--- src/shared/rtc_pin_io_regs.svh ---
// Purpose: register offsets, field positions, reset values and timing counts
// Assumes: 8-bit registers reached through the two-wire bus register port
// Notes: definitions only
`ifndef RTC_PIN_IO_REGS_SVH
`define RTC_PIN_IO_REGS_SVH

`define BATT_SWITCH_CTRL_OFS 8'h26
`define PIN_IO_CTRL_OFS 8'h27

`define BATT_SWITCH_CTRL_RST 5'h00
`define PIN_IO_CTRL_RST 8'h00
// pin drive register at reset: every pin released, drive levels low, irq b inactive
`define PIN_OUT_RST 8'h6a

// battery switch control fields
`define BSC_THRESH_BIT 0

// pin io control fields
`define PIO_CLK_DIS_BIT 7
`define PIO_PULL_BIT 6
`define PIO_SENSE_BIT 5
`define PIO_TYPE_BIT 4
`define PIO_STAMP_MODE_HI 3
`define PIO_STAMP_MODE_LO 2
`define PIO_IRQA_MODE_HI 1
`define PIO_IRQA_MODE_LO 0

// clock output frequency codes
`define COF_DISABLED 3'h7
`define COF_ONE_HZ 3'h6

// oscillator divider: 15 stages, 2048 oscillator periods per 16 Hz sample
`define DIV_WIDTH 15
`define SAMPLE_DIV_BITS 11
`define ONE_HZ_BIT 14

`endif

--- src/shared/rtc_pin_io_pkg.sv ---
// Purpose: types shared by the pin io block
// Assumes: mode codes as held in the pin io control register
// Notes: constants live in rtc_pin_io_regs.svh
package rtc_pin_io_pkg;

    typedef enum logic [1:0] {
        STAMP_OFF = 2'h0,
        STAMP_IRQ_B = 2'h1,
        STAMP_CLK = 2'h2,
        STAMP_INPUT = 2'h3
    } stamp_mode_t;

    typedef enum logic [1:0] {
        IRQA_CLK = 2'h0,
        IRQA_BATT = 2'h1,
        IRQA_IRQ = 2'h2,
        IRQA_HIZ = 2'h3
    } irq_a_mode_t;

    typedef enum logic {
        SAMP_IDLE,
        SAMP_WINDOW
    } samp_state_t;

endpackage : rtc_pin_io_pkg

--- src/hw/rtc_pin_io_and_battery_irq.sv ---
// Purpose: multi-function pin control and battery switch interrupt logic
// Assumes: osc_clk is the 32.768 kHz oscillator, sampled into the mclk domain
// Notes: output enables are active low; open-drain pins drive only 0
`timescale 1ns/1ns
`include "rtc_pin_io_regs.svh"

// Operation
// - threshold bit clear selects lower reference, set selects higher; clear at reset.
// - battery events reach output A or B only with that output's enable set.
// - battery switch flag stays set until software clears it explicitly.
// - each output shows battery event as pulse or as level following the flag.
// - in pulse mode every supply transition, either direction, fires an interrupt on A, flag set or not; B fires only on the return to main.
// - interrupt B is inactive on battery supply; drives only on main supply.
// - clock pin disable bit forces constant 0, else selected clock frequency.
// - pull-up strength bit clear selects weak pull-up, set selects strong.
// - sense bit clear means rising edge active, set means falling edge active.
// - stamp pin mode: 00 off, 01 interrupt B, 10 clock out, 11 input.
// - stamp pin output modes go Hi-Z on battery, push-pull on main.
// - input type bit only matters when stamp pin is in input mode.
// - direct input takes pin level with sense, ignored on battery.
// - switch detector samples at 16 Hz briefly, pull-up only then, both supplies.
// - active stamp input triggers stamps; with stop select it halts counting.
// - pin A mode: 00 clock, 01 battery indicator, 10 interrupt, 11 Hi-Z.
// - pin A interrupt mode is active-low open-drain on both supplies.
// - pin A clock mode is open-drain on main, Hi-Z on battery.
// - pin A indicator mode: Hi-Z on main, 0 on battery, ignores flags.
// - frequency code 111 gives static low on clock and stamp pins, Hi-Z on A.
module rtc_pin_io_and_battery_irq
    import rtc_pin_io_pkg::*;
(
    input wire logic mclk,
    input wire logic rst_n,
    input wire logic osc_clk,
    input wire logic on_battery,
    input wire logic [7:0] reg_addr,
    input wire logic [7:0] reg_wdata,
    input wire logic reg_wr,
    input wire logic reg_rd,
    output logic [7:0] reg_rdata,
    input wire logic batt_irq_en_a,
    input wire logic batt_irq_en_b,
    input wire logic batt_level_mode_a,
    input wire logic batt_level_mode_b,
    input wire logic other_irq_a,
    input wire logic other_irq_b,
    input wire logic batt_flag_clear,
    input wire logic [2:0] clk_out_freq_sel,
    input wire logic stop_source_sel,
    input wire logic stamp_pin_in,
    output logic stamp_pin_out,
    output logic stamp_pin_oe_n,
    output logic stamp_pull_en,
    output logic switch_pullup_strength,
    output logic clk_pin_out,
    output logic clk_pin_oe_n,
    output logic irq_a_pin_out,
    output logic irq_a_pin_oe_n,
    output logic irq_out_b_n,
    output logic switch_threshold_sel,
    output logic batt_switch_flag,
    output logic stamp_event,
    output logic stamp_stop_req
);

    logic [4:0] bsc_q;
    logic [7:0] pio_q;
    logic [7:0] rdata_q;
    logic osc_s1_q, osc_s2_q, osc_s3_q;
    logic batt_s1_q, batt_s2_q, batt_s3_q;
    logic pin_s1_q, pin_s2_q;
    logic [`DIV_WIDTH-1:0] div_q;
    samp_state_t samp_q, samp_d;
    logic mech_q;
    logic lvl_q;
    logic flag_q;
    logic pulse_q;
    logic [7:0] out_q;

    // decode
    wire osc_tick = osc_s2_q & ~osc_s3_q;
    wire batt_edge = batt_s2_q ^ batt_s3_q;
    wire on_batt = batt_s2_q;
    wire wr_bsc = reg_wr && (reg_addr == `BATT_SWITCH_CTRL_OFS);
    wire wr_pio = reg_wr && (reg_addr == `PIN_IO_CTRL_OFS);
    wire clk_dis = pio_q[`PIO_CLK_DIS_BIT];
    wire sense_low = pio_q[`PIO_SENSE_BIT];
    wire mech_type = pio_q[`PIO_TYPE_BIT];
    stamp_mode_t stamp_mode;
    irq_a_mode_t irq_a_mode;
    assign stamp_mode = stamp_mode_t'(pio_q[`PIO_STAMP_MODE_HI:`PIO_STAMP_MODE_LO]);
    assign irq_a_mode = irq_a_mode_t'(pio_q[`PIO_IRQA_MODE_HI:`PIO_IRQA_MODE_LO]);
    wire in_mode = (stamp_mode == STAMP_INPUT);

    // selected clock from the oscillator or the divider chain
    logic clk_sel;
    always_comb begin
        case (clk_out_freq_sel)
            3'h0: clk_sel = osc_s2_q;
            3'h1: clk_sel = div_q[0];
            3'h2: clk_sel = div_q[1];
            3'h3: clk_sel = div_q[2];
            3'h4: clk_sel = div_q[3];
            3'h5: clk_sel = div_q[4];
            `COF_ONE_HZ: clk_sel = div_q[`ONE_HZ_BIT];
            default: clk_sel = 1'b0;
        endcase
    end
    wire cof_off = (clk_out_freq_sel == `COF_DISABLED);

    // battery interrupt sources
    wire batt_src_a = batt_level_mode_a ? flag_q : pulse_q;
    wire batt_src_b = batt_level_mode_b ? flag_q : pulse_q;
    wire irq_a_act = other_irq_a | (batt_irq_en_a & batt_src_a);
    wire irq_b_act = ~on_batt & (other_irq_b | (batt_irq_en_b & batt_src_b));

    // stamp input conditioning
    wire samp_strobe = osc_tick && (div_q[`SAMPLE_DIV_BITS-1:0] == '0);
    wire direct_ok = in_mode & ~mech_type & ~on_batt;
    wire raw_lvl = mech_type ? mech_q : pin_s2_q;
    wire act_lvl = sense_low ? ~raw_lvl : raw_lvl;
    wire lvl_d = (in_mode & (mech_type | direct_ok)) ? act_lvl : 1'b0;

    always_comb begin
        samp_d = samp_q;
        case (samp_q)
            SAMP_IDLE: if (in_mode && mech_type && samp_strobe) samp_d = SAMP_WINDOW;
            SAMP_WINDOW: if (osc_tick) samp_d = SAMP_IDLE; // one oscillator period
            default: samp_d = SAMP_IDLE;
        endcase
    end

    // pin drive, combined then registered
    logic [7:0] out_d;
    always_comb begin
        out_d = 8'hff;
        // [0] clk out, [1] clk oe_n, [2] a out, [3] a oe_n, [4] ts out, [5] ts oe_n
        out_d[0] = clk_dis ? 1'b0 : clk_sel;
        out_d[1] = on_batt;
        out_d[2] = 1'b0;
        case (irq_a_mode)
            IRQA_CLK: out_d[3] = on_batt | cof_off | clk_sel;
            IRQA_BATT: out_d[3] = ~on_batt;
            IRQA_IRQ: out_d[3] = ~irq_a_act;
            default: out_d[3] = 1'b1;
        endcase
        case (stamp_mode)
            STAMP_IRQ_B: begin
                out_d[4] = ~irq_b_act;
                out_d[5] = on_batt;
            end
            STAMP_CLK: begin
                out_d[4] = clk_sel;
                out_d[5] = on_batt;
            end
            default: begin
                out_d[4] = 1'b0;
                out_d[5] = 1'b1;
            end
        endcase
        out_d[6] = ~irq_b_act;
        out_d[7] = 1'b0;
    end

    // register file
    always_ff @(posedge mclk or negedge rst_n) begin
        if (!rst_n) begin
            bsc_q <= `BATT_SWITCH_CTRL_RST;
            pio_q <= `PIN_IO_CTRL_RST;
        end else begin
            if (wr_bsc) bsc_q <= reg_wdata[4:0];
            if (wr_pio) pio_q <= reg_wdata;
        end
    end

    // unmapped reads return zero; reserved bits read zero
    always_ff @(posedge mclk or negedge rst_n) begin
        if (!rst_n) begin
            rdata_q <= 8'h00;
        end else if (reg_rd) begin
            if (reg_addr == `BATT_SWITCH_CTRL_OFS) rdata_q <= {3'h0, bsc_q};
            else if (reg_addr == `PIN_IO_CTRL_OFS) rdata_q <= pio_q;
            else rdata_q <= 8'h00;
        end
    end

    // synchronisers for pins and the oscillator
    // third flop only forms edges; nothing but flop 2 reads flop 1
    always_ff @(posedge mclk or negedge rst_n) begin
        if (!rst_n) begin
            {osc_s1_q, osc_s2_q, osc_s3_q} <= 3'h0;
            {batt_s1_q, batt_s2_q, batt_s3_q} <= 3'h0;
            {pin_s1_q, pin_s2_q} <= 2'h0;
        end else begin
            {osc_s1_q, osc_s2_q, osc_s3_q} <= {osc_clk, osc_s1_q, osc_s2_q};
            {batt_s1_q, batt_s2_q, batt_s3_q} <= {on_battery, batt_s1_q, batt_s2_q};
            {pin_s1_q, pin_s2_q} <= {stamp_pin_in, pin_s1_q};
        end
    end

    // divider chain, runs on either supply
    always_ff @(posedge mclk or negedge rst_n) begin
        if (!rst_n) div_q <= '0;
        else if (osc_tick) div_q <= div_q + 1'b1;
    end

    // switch detector: pull-up for one period, sample at its end
    always_ff @(posedge mclk or negedge rst_n) begin
        if (!rst_n) begin
            samp_q <= SAMP_IDLE;
            mech_q <= 1'b0;
        end else begin
            samp_q <= samp_d;
            if (samp_q == SAMP_WINDOW && osc_tick) mech_q <= pin_s2_q;
        end
    end

    // stamp input level and edge
    always_ff @(posedge mclk or negedge rst_n) begin
        if (!rst_n) begin
            lvl_q <= 1'b0;
            stamp_event <= 1'b0;
            stamp_stop_req <= 1'b0;
        end else begin
            lvl_q <= lvl_d;
            stamp_event <= lvl_d & ~lvl_q;
            stamp_stop_req <= stop_source_sel & lvl_d;
        end
    end

    // battery flag and event pulse; a set beats a simultaneous clear
    always_ff @(posedge mclk or negedge rst_n) begin
        if (!rst_n) begin
            flag_q <= 1'b0;
            pulse_q <= 1'b0;
        end else begin
            if (batt_edge && batt_s2_q) flag_q <= 1'b1;
            else if (batt_flag_clear) flag_q <= 1'b0;
            // pulse lasts until the next oscillator tick
            if (batt_edge) pulse_q <= 1'b1;
            else if (osc_tick) pulse_q <= 1'b0;
        end
    end

    // registered outputs
    always_ff @(posedge mclk or negedge rst_n) begin
        if (!rst_n) begin
            out_q <= `PIN_OUT_RST;
            stamp_pull_en <= 1'b0;
            switch_pullup_strength <= 1'b0;
            switch_threshold_sel <= 1'b0;
        end else begin
            out_q <= out_d;
            stamp_pull_en <= (samp_d == SAMP_WINDOW);
            switch_pullup_strength <= pio_q[`PIO_PULL_BIT];
            switch_threshold_sel <= bsc_q[`BSC_THRESH_BIT];
        end
    end

    assign reg_rdata = rdata_q;
    assign batt_switch_flag = flag_q;
    assign clk_pin_out = out_q[0];
    assign clk_pin_oe_n = out_q[1];
    assign irq_a_pin_out = out_q[2];
    assign irq_a_pin_oe_n = out_q[3];
    assign stamp_pin_out = out_q[4];
    assign stamp_pin_oe_n = out_q[5];
    assign irq_out_b_n = out_q[6];

    // register and flag guards
    chk_thresh_follows_reg: assert property (@(posedge mclk) disable iff (!rst_n)
        wr_bsc |=> ##1 (switch_threshold_sel == $past(reg_wdata[`BSC_THRESH_BIT], 2)))
        else $error("threshold bit");
    chk_pull_strength: assert property (@(posedge mclk) disable iff (!rst_n)
        switch_pullup_strength == $past(pio_q[`PIO_PULL_BIT])) else $error("pull strength");
    chk_flag_holds_set: assert property (@(posedge mclk) disable iff (!rst_n)
        (flag_q && !batt_flag_clear) |=> flag_q) else $error("flag dropped");
    chk_flag_set_wins: assert property (@(posedge mclk) disable iff (!rst_n)
        (batt_edge && batt_s2_q) |=> flag_q) else $error("flag not set");
    chk_edge_pulses: assert property (@(posedge mclk) disable iff (!rst_n)
        batt_edge |=> pulse_q) else $error("no pulse on transition");
    chk_pulse_ends: assert property (@(posedge mclk) disable iff (!rst_n)
        (pulse_q && osc_tick && !batt_edge) |=> !pulse_q) else $error("pulse too long");

    // interrupt pin guards
    chk_irq_b_battery: assert property (@(posedge mclk) disable iff (!rst_n)
        $past(on_batt) |-> irq_out_b_n) else $error("irq b active on battery");
    chk_irq_b_gated: assert property (@(posedge mclk) disable iff (!rst_n)
        $past(!batt_irq_en_b && !other_irq_b) |-> irq_out_b_n)
        else $error("irq b not gated");
    chk_irq_a_gated: assert property (@(posedge mclk) disable iff (!rst_n)
        $past(irq_a_mode == IRQA_IRQ && !batt_irq_en_a && !other_irq_a) |-> irq_a_pin_oe_n)
        else $error("irq a not gated");
    chk_level_follows: assert property (@(posedge mclk) disable iff (!rst_n)
        $past(irq_a_mode == IRQA_IRQ && batt_irq_en_a && batt_level_mode_a && flag_q)
        |-> !irq_a_pin_oe_n) else $error("level irq not shown");
    chk_a_drives_irq: assert property (@(posedge mclk) disable iff (!rst_n)
        $past(irq_a_mode == IRQA_IRQ && other_irq_a) |-> !irq_a_pin_oe_n)
        else $error("irq a not driven");
    chk_indicator_mode: assert property (@(posedge mclk) disable iff (!rst_n)
        (irq_a_mode == IRQA_BATT) |=> (irq_a_pin_oe_n == !$past(on_batt)))
        else $error("indicator wrong");
    chk_a_clk_battery: assert property (@(posedge mclk) disable iff (!rst_n)
        $past(irq_a_mode == IRQA_CLK && on_batt) |-> irq_a_pin_oe_n)
        else $error("clock on pin a while on battery");
    chk_a_clk_off: assert property (@(posedge mclk) disable iff (!rst_n)
        $past(irq_a_mode == IRQA_CLK && cof_off) |-> irq_a_pin_oe_n)
        else $error("pin a driven with clock off");
    chk_a_hiz_mode: assert property (@(posedge mclk) disable iff (!rst_n)
        $past(irq_a_mode == IRQA_HIZ) |-> irq_a_pin_oe_n) else $error("pin a driven in off mode");

    // clock and stamp pin guards
    chk_clk_disable: assert property (@(posedge mclk) disable iff (!rst_n)
        $past(clk_dis) |-> !clk_pin_out) else $error("clk pin not low");
    chk_stamp_hiz_batt: assert property (@(posedge mclk) disable iff (!rst_n)
        $past(on_batt) |-> stamp_pin_oe_n) else $error("stamp pin driven on battery");
    chk_stamp_off_hiz: assert property (@(posedge mclk) disable iff (!rst_n)
        $past(stamp_mode == STAMP_OFF) |-> stamp_pin_oe_n)
        else $error("stamp pin driven when off");
    chk_stamp_clk_off: assert property (@(posedge mclk) disable iff (!rst_n)
        $past(stamp_mode == STAMP_CLK && cof_off) |-> !stamp_pin_out)
        else $error("stamp clock not static low");

    // stamp input guards
    chk_pull_window: assert property (@(posedge mclk) disable iff (!rst_n)
        $rose(stamp_pull_en) |-> $past(samp_strobe)) else $error("pull outside strobe");
    chk_pull_closes: assert property (@(posedge mclk) disable iff (!rst_n)
        (samp_q == SAMP_WINDOW && osc_tick) |=> !stamp_pull_en)
        else $error("pull window too long");
    chk_direct_battery: assert property (@(posedge mclk) disable iff (!rst_n)
        (on_batt && !mech_type) |=> !lvl_q) else $error("direct input on battery");
    chk_input_only: assert property (@(posedge mclk) disable iff (!rst_n)
        !in_mode |=> !lvl_q) else $error("input level outside input mode");
    chk_event_single: assert property (@(posedge mclk) disable iff (!rst_n)
        stamp_event |=> !stamp_event) else $error("stamp event too long");
    chk_stop_needs_sel: assert property (@(posedge mclk) disable iff (!rst_n)
        !$past(stop_source_sel) |-> !stamp_stop_req) else $error("stop without select");

endmodule : rtc_pin_io_and_battery_irq

--- config.mk ---
export PLATFORM = sky130hd
export DESIGN_NAME = rtc_pin_io_and_battery_irq
export DESIGN_NICKNAME = d
export VERILOG_FILES = /design/src/shared/rtc_pin_io_pkg.sv /design/src/hw/rtc_pin_io_and_battery_irq.sv
export VERILOG_INCLUDE_DIRS = /design/src /design/src/shared
export SDC_FILE = /design/constraint.sdc
export NUM_CORES = 1
export LEC_CHECK = 0
export BUFFER_PORTS_ARGS = -buffer_cell sky130_fd_sc_hd__buf_4
export CAP_MARGIN = 20
export CELL_PAD_IN_SITES_DETAIL_PLACEMENT = 0
export CELL_PAD_IN_SITES_GLOBAL_PLACEMENT = 1
export CORE_MARGIN = 2
export CORE_UTILIZATION = 40
export DETAILED_ROUTE_END_ITERATION = 8
export PLACE_DENSITY_LB_ADDON = 0.3
export SLEW_MARGIN = 30
export SYNTH_ARGS = -nofsm -noshare
export SYNTH_HDL_FRONTEND = slang
export SYNTH_SLANG_ARGS = --single-unit
--- constraint.sdc ---
create_clock -name mclk -period 2.39 [get_ports mclk]
set_clock_uncertainty 0.2 [all_clocks]
set_input_delay 0.239 -clock mclk [delete_from_list [all_inputs] [get_ports mclk]]
set_output_delay 0.239 -clock mclk [all_outputs]
set_load 0.01 [all_outputs]
**Word-level counts from Yosys, hierarchy flattened**

Cells that the tools add are included.

- Register bits after elaboration: 59
- Logic and storage cells: 90

- $add $sub $neg: 1
- Equal/unequal tests: 14
- Mux-type cells: 18
- Bitwise gates (word level): 23
- Reductions and logical operators: 12

Operator list:

| operator | number |
|---|---|
| equality test 8 x 6 -> 1 bit, second input constant | 2 |
| two-way mux 8 bit | 2 |
| adder 15 x 1 -> 15 bit, second input constant | 1 |
| equality test 3 bit, second input constant | 4 |
| two-way mux 1 bit | 12 |
| logical NOT 11 bit | 1 |
| AND 1 bit | 9 |
| inverter 1 bit | 8 |
| logical AND 1 bit | 7 |
| case mux 1 bit (7 select lines) | 1 |
| equality test 2 bit, second input constant | 3 |
| equality test 3 x 2 -> 1 bit, second input constant | 2 |
| bitwise OR 1 bit | 5 |
| equality test 2 x 1 -> 1 bit, second input constant | 2 |
| case mux 2 bit (2 select lines) | 1 |
| nonzero test 2 bit | 2 |
| equality test 3 x 1 -> 1 bit, second input constant | 1 |
| logical NOT 3 bit | 1 |
| case mux 1 bit (3 select lines) | 1 |
| logical NOT 2 bit | 1 |
| case mux 1 bit (2 select lines) | 1 |
| XOR 1 bit | 1 |

**Depth between registers and ports, before layout**

- Depth in word-level cells: 7
- Mapped depth: 5

**Worst setup path before layout**

Ideal clock, no wire load.

- Path kind: reg-to-reg
- Start: register div_q[0]
- End: register div_q[14]
- Arrival: 1.476 ns
- Data required time: 2.111 ns
- Slack: 0.635 ns
- Cell stages (with the launch flop): 6
- Path buffers: 0
- Cell sequence: dfrtp_1 ha_1 nand4b_2 or4_4 nor3_2 xor2_1

- Longest elaborated chain between the ends: 1

Ends and longest elaborated chain:

| element | line | RTL |
|---|---|---|
| start: declaration | rtc_pin_io_and_battery_irq.sv:71 | `` logic [`DIV_WIDTH-1:0] div_q; `` |
| start signal: assignment | rtc_pin_io_and_battery_irq.sv:203 | `else if (osc_tick) div_q <= div_q + 1'b1;` |
| adder 15 x 1 -> 15 bit | rtc_pin_io_and_battery_irq.sv:203 |  |

No other way between the ends.
A chain may end at the register's enable or synchronous reset.

**Final worst setup path**

Same ends and word-level chain as after synthesis.

==> run_results.csv <==
group,metric,value,unit
yosys,synth_fp_nets,233,
drt,drt_iter0_drc,81,
critical_path,worstPathMaxFanout,4,
die,start_util,0.4176,
drt,wl,4881,um
cells_and_area,ff_latch_area,1481,um^2
flow_run,cap_violations,0,
sta,finalSetupViolations,0,
critical_path,reg2reg_slack,0.48,ns
cells_and_area,multi_input_area,943.4,um^2
drt,first_pass_iters,4,
power_and_ir_drop,power,2.354,mW
yosys,ys_types,40,
power_and_ir_drop,p_sw_frac,0.2530,
yosys,synth_area_leader_cell,"dfrtp_1",
sta,fin_tns_setup,0,ns
clock_network,path_clk_slew,0.06,ns
yosys,ys.flop_type,"dfrtp_1",
sta,maxSlewViolCount,0,
critical_path,endpoint,"div_q[14]$_DFFE_PN0P_",
yosys,muxShareOfSynthArea,0.1097,
critical_path,cp-start-kind,"flop",
global_routing,grt_pass1_wl,8500,um
die,rows,28,
worst_hold_path,hp-class,"input port to flop",
power_and_ir_drop,switchingPower,595.8,uW
critical_path,rr_endpoint,"div_q[14]$_DFFE_PN0P_",
cells_and_area,fill_cells,536,
yosys,netlist_area,2487,um^2
place,gp_congestion,0.7795,
power_and_ir_drop,p_clk_frac,0.375,
critical_path,r2r_cells,5,
drt,ant_nets,0,
yosys,async_flop_share,1.000,
critical_path,worst_path_max_delay_cell,"or4_4",
drt,routedWlPerCell,14.03,um
global_routing,antenna_found_initial,0,
yosys,synth_top_area_frac,0.5533,
sta,rsz0062_at_grt,"no",
cells_and_area,fin_nets,308,
sta,fmax,524.5,MHz
clock_network,post_cts_buffers,0,
power_and_ir_drop,power_frac_seq,0.493,
yosys,synth.avg_cell_area,12.89,um^2
global_routing,grt_usage,0.1606,
cells_and_area,area_delta_synth_final,32.34,%
clock_network,cts-root-buf,"clkbuf_8",
sta,setup_ws,0.4834,ns
yosys,synth_xor_xnor_area_share,0.05634,
drt,drc_errors,0,
yosys,synth_compound_area_frac,0.05835,
yosys,syn_inst,193,
clock_network,cts_buffer_depth,2,
power_and_ir_drop,max-vdd-ir-drop,0.5532,mV
sta,period_share,0.7978,
critical_path,cp.required,2.46,ns
critical_path,crit_chain,"ha_1 -> nand4b_2 -> or4_4 -> nor3_2 -> xor2_1",
cells_and_area,drive_gt1_frac,0.3333,
clock_network,hold_buffers,15,
die,core,5956,um^2
power_and_ir_drop,intPower,1.759,mW
yosys,synth_warnings,0,
die,die_y,82.86,um
sta,worst_pin_slew,0.7345,ns
cells_and_area,final_common_cell,"dfrtp_1",
cells_and_area,diodes,0,
critical_path,crit_arrival,1.97,ns
yosys,synth_top_family_by_area,"simple AND/OR/NAND/NOR gates",
critical_path,end_kind,"flop",
critical_path,path_depth,5,
global_routing,grt_pass1_vias,1719,
yosys,ys_seq_elements,59,
critical_path,crit_buf_inv,0,
place,dp_slack,0.4746,ns
die,die_w,82.86,um
place,hpwl,3404,um
critical_path,path_class,"flop to flop",
power_and_ir_drop,p_comb_frac,0.132,
yosys,synth_edf_count,0,
status,outcome,"complete, no violations",
yosys,netlist_top_cells_area,"dfrtp_1 (55%), mux2_2 (7.2%), dfstp_2 (4.2%)",
clock_network,post_cts_resized,0,
critical_path,critPathMaxStageDelay,0.57,ns
sta,hold_violations,0,
critical_path,r2r-start,"div_q[0]$_DFFE_PN0P_",
die,dieArea,6865,um^2
clock_network,ctsHtreeMaxLevel,3,
drt,vias,1662,
power_and_ir_drop,power_density,715.2,nW/um^2
critical_path,crit_start,"div_q[0]$_DFFE_PN0P_",
yosys,synthSimpleGateAreaFrac,0.1232,
clock_network,clk_latency,0.34,ns
cells_and_area,final_cell_mix,"dfrtp_1 (55), buf_4 (53), mux2_2 (16), dlygate4sd3_1 (15), nand2_1 (14)",
critical_path,path_delay_family,"simple AND/OR/NAND/NOR gates",
yosys,synth_seq_area_share,0.5956,
yosys,synth-adder-area-share,0.03018,
die,io_pins,55,
global_routing,grt-ovfl-total,0,
clock_network,cts_tree,"built",
sta,period_needed,1.907,ns
power_and_ir_drop,leakagePower,1.616,nW
sta,worst_slew_margin_rel,0.5103,
place,port_buffers,53,
drt,viasPerCell,4.776,
clock_network,cts_buffers,9,
global_routing,grt_max_degree,60,
clock_network,cts.sinks,59,
-- registers in the layout, indices dropped and copies added (netlist names) --
register,count
div_q,15
stamp_event,1
osc_s1_q,1
batt_s3_q,1
pio_q,8
reg_rdata,8
batt_s1_q,1
stamp_stop_req,1
pin_s2_q,1
mech_q,1
switch_pullup_strength,1
osc_s2_q,1
switch_threshold_sel,1
out_q,6
pulse_q,1
batt_switch_flag,1
lvl_q,1
stamp_pull_en,1
pin_s1_q,1
osc_s3_q,1
batt_s2_q,1
bsc_q,5
-- metal layers --
| layer | global-route usage | share of wire |
|---|---|---|
| met2 | 0.2331 | 0.45 |
| met1 | 0.2107 | 0.48 |
| met5 | 0 | 0 |
| met3 | 0.04573 | 0.041 |
| met4 | 0.1028 | 0.031 |
-- synth_stat cells, types with 3 or more instances --
library cell / instances
inv_1: 10
dfstp_2: 4
o2bb2ai_1: 6
nand3_1: 5
mux2i_1: 7
xor2_1: 8
nor3_1: 5
nor2b_1: 3
nor2_1: 6
ha_1: 6
mux2_2: 16
nand4_1: 3
nand2b_1: 4
dfrtp_1: 55
nand2_1: 14
a32o_1: 3
xnor2_1: 8
-- power by group through the flow --
stage               Clock, mW  Sequential, mW  Combinational [mW]
floorplan                   0            1.17               0.162
global placement            0            1.18               0.296
detailed placement          0            1.18               0.295
CTS                     0.906            1.16               0.317
global route            0.961            1.17               0.350
finish                  0.883            1.16               0.311
-- tightest hold or removal path, delay by kind of cell --
family	cells	cell delay, ns
buf+inv	1	0.08
compound gates	3	0.24
-- cells by family after synthesis --
logic type | after synthesis
AOI/OAI and AO/OA | 19
xor gates and xnor gates | 16
adders and majority gates | 6
buffers and inverters | 14
DFF | 59
muxes | 24
other | 1
and+or+nand+nor | 54
-- layout make-up --
class	instances	area share
clock buffers	14	0.04637
clock inverters	2	0.01064
inverters	10	0.01140
multi-input cells	120	0.2866
flip-flops and latches	59	0.4500
well taps	75	0.02851
repair buffers	68	0.1665
-- how the worst min path moves through the flow --
stage,from,end,slack (ns),depth (start not counted)
floorplan,rst_n,batt_s1_q$_DFF_PN0_,-0.26,0
global placement,pin_s1_q$_DFF_PN0_,pin_s2_q$_DFF_PN0_,0.13,0
detailed placement,osc_s1_q$_DFF_PN0_,osc_s2_q$_DFF_PN0_,0.13,0
CTS,other_irq_a,out_q[3]$_DFF_PN1_,0.009,4
global route,other_irq_a,out_q[3]$_DFF_PN1_,0.04,4
finish,other_irq_a,out_q[3]$_DFF_PN1_,0.02,4
-- through the flow --
step | instances | instance area, um^2 | hold slack [ns] | utilization
floorplan | 193 | 2487 | -0.2566 | -
global placement | 317 | 2954 | 0.1340 | 0.4960
detailed placement | 317 | 2954 | 0.1347 | 0.4960
CTS | 348 | 3292 | 0.009015 | 0.5527
global route | 348 | 3292 | 0.03907 | 0.5527
finish | 348 | 3292 | 0.01889 | 0.5527
Note: power is estimated with default switching activity, not from simulation.
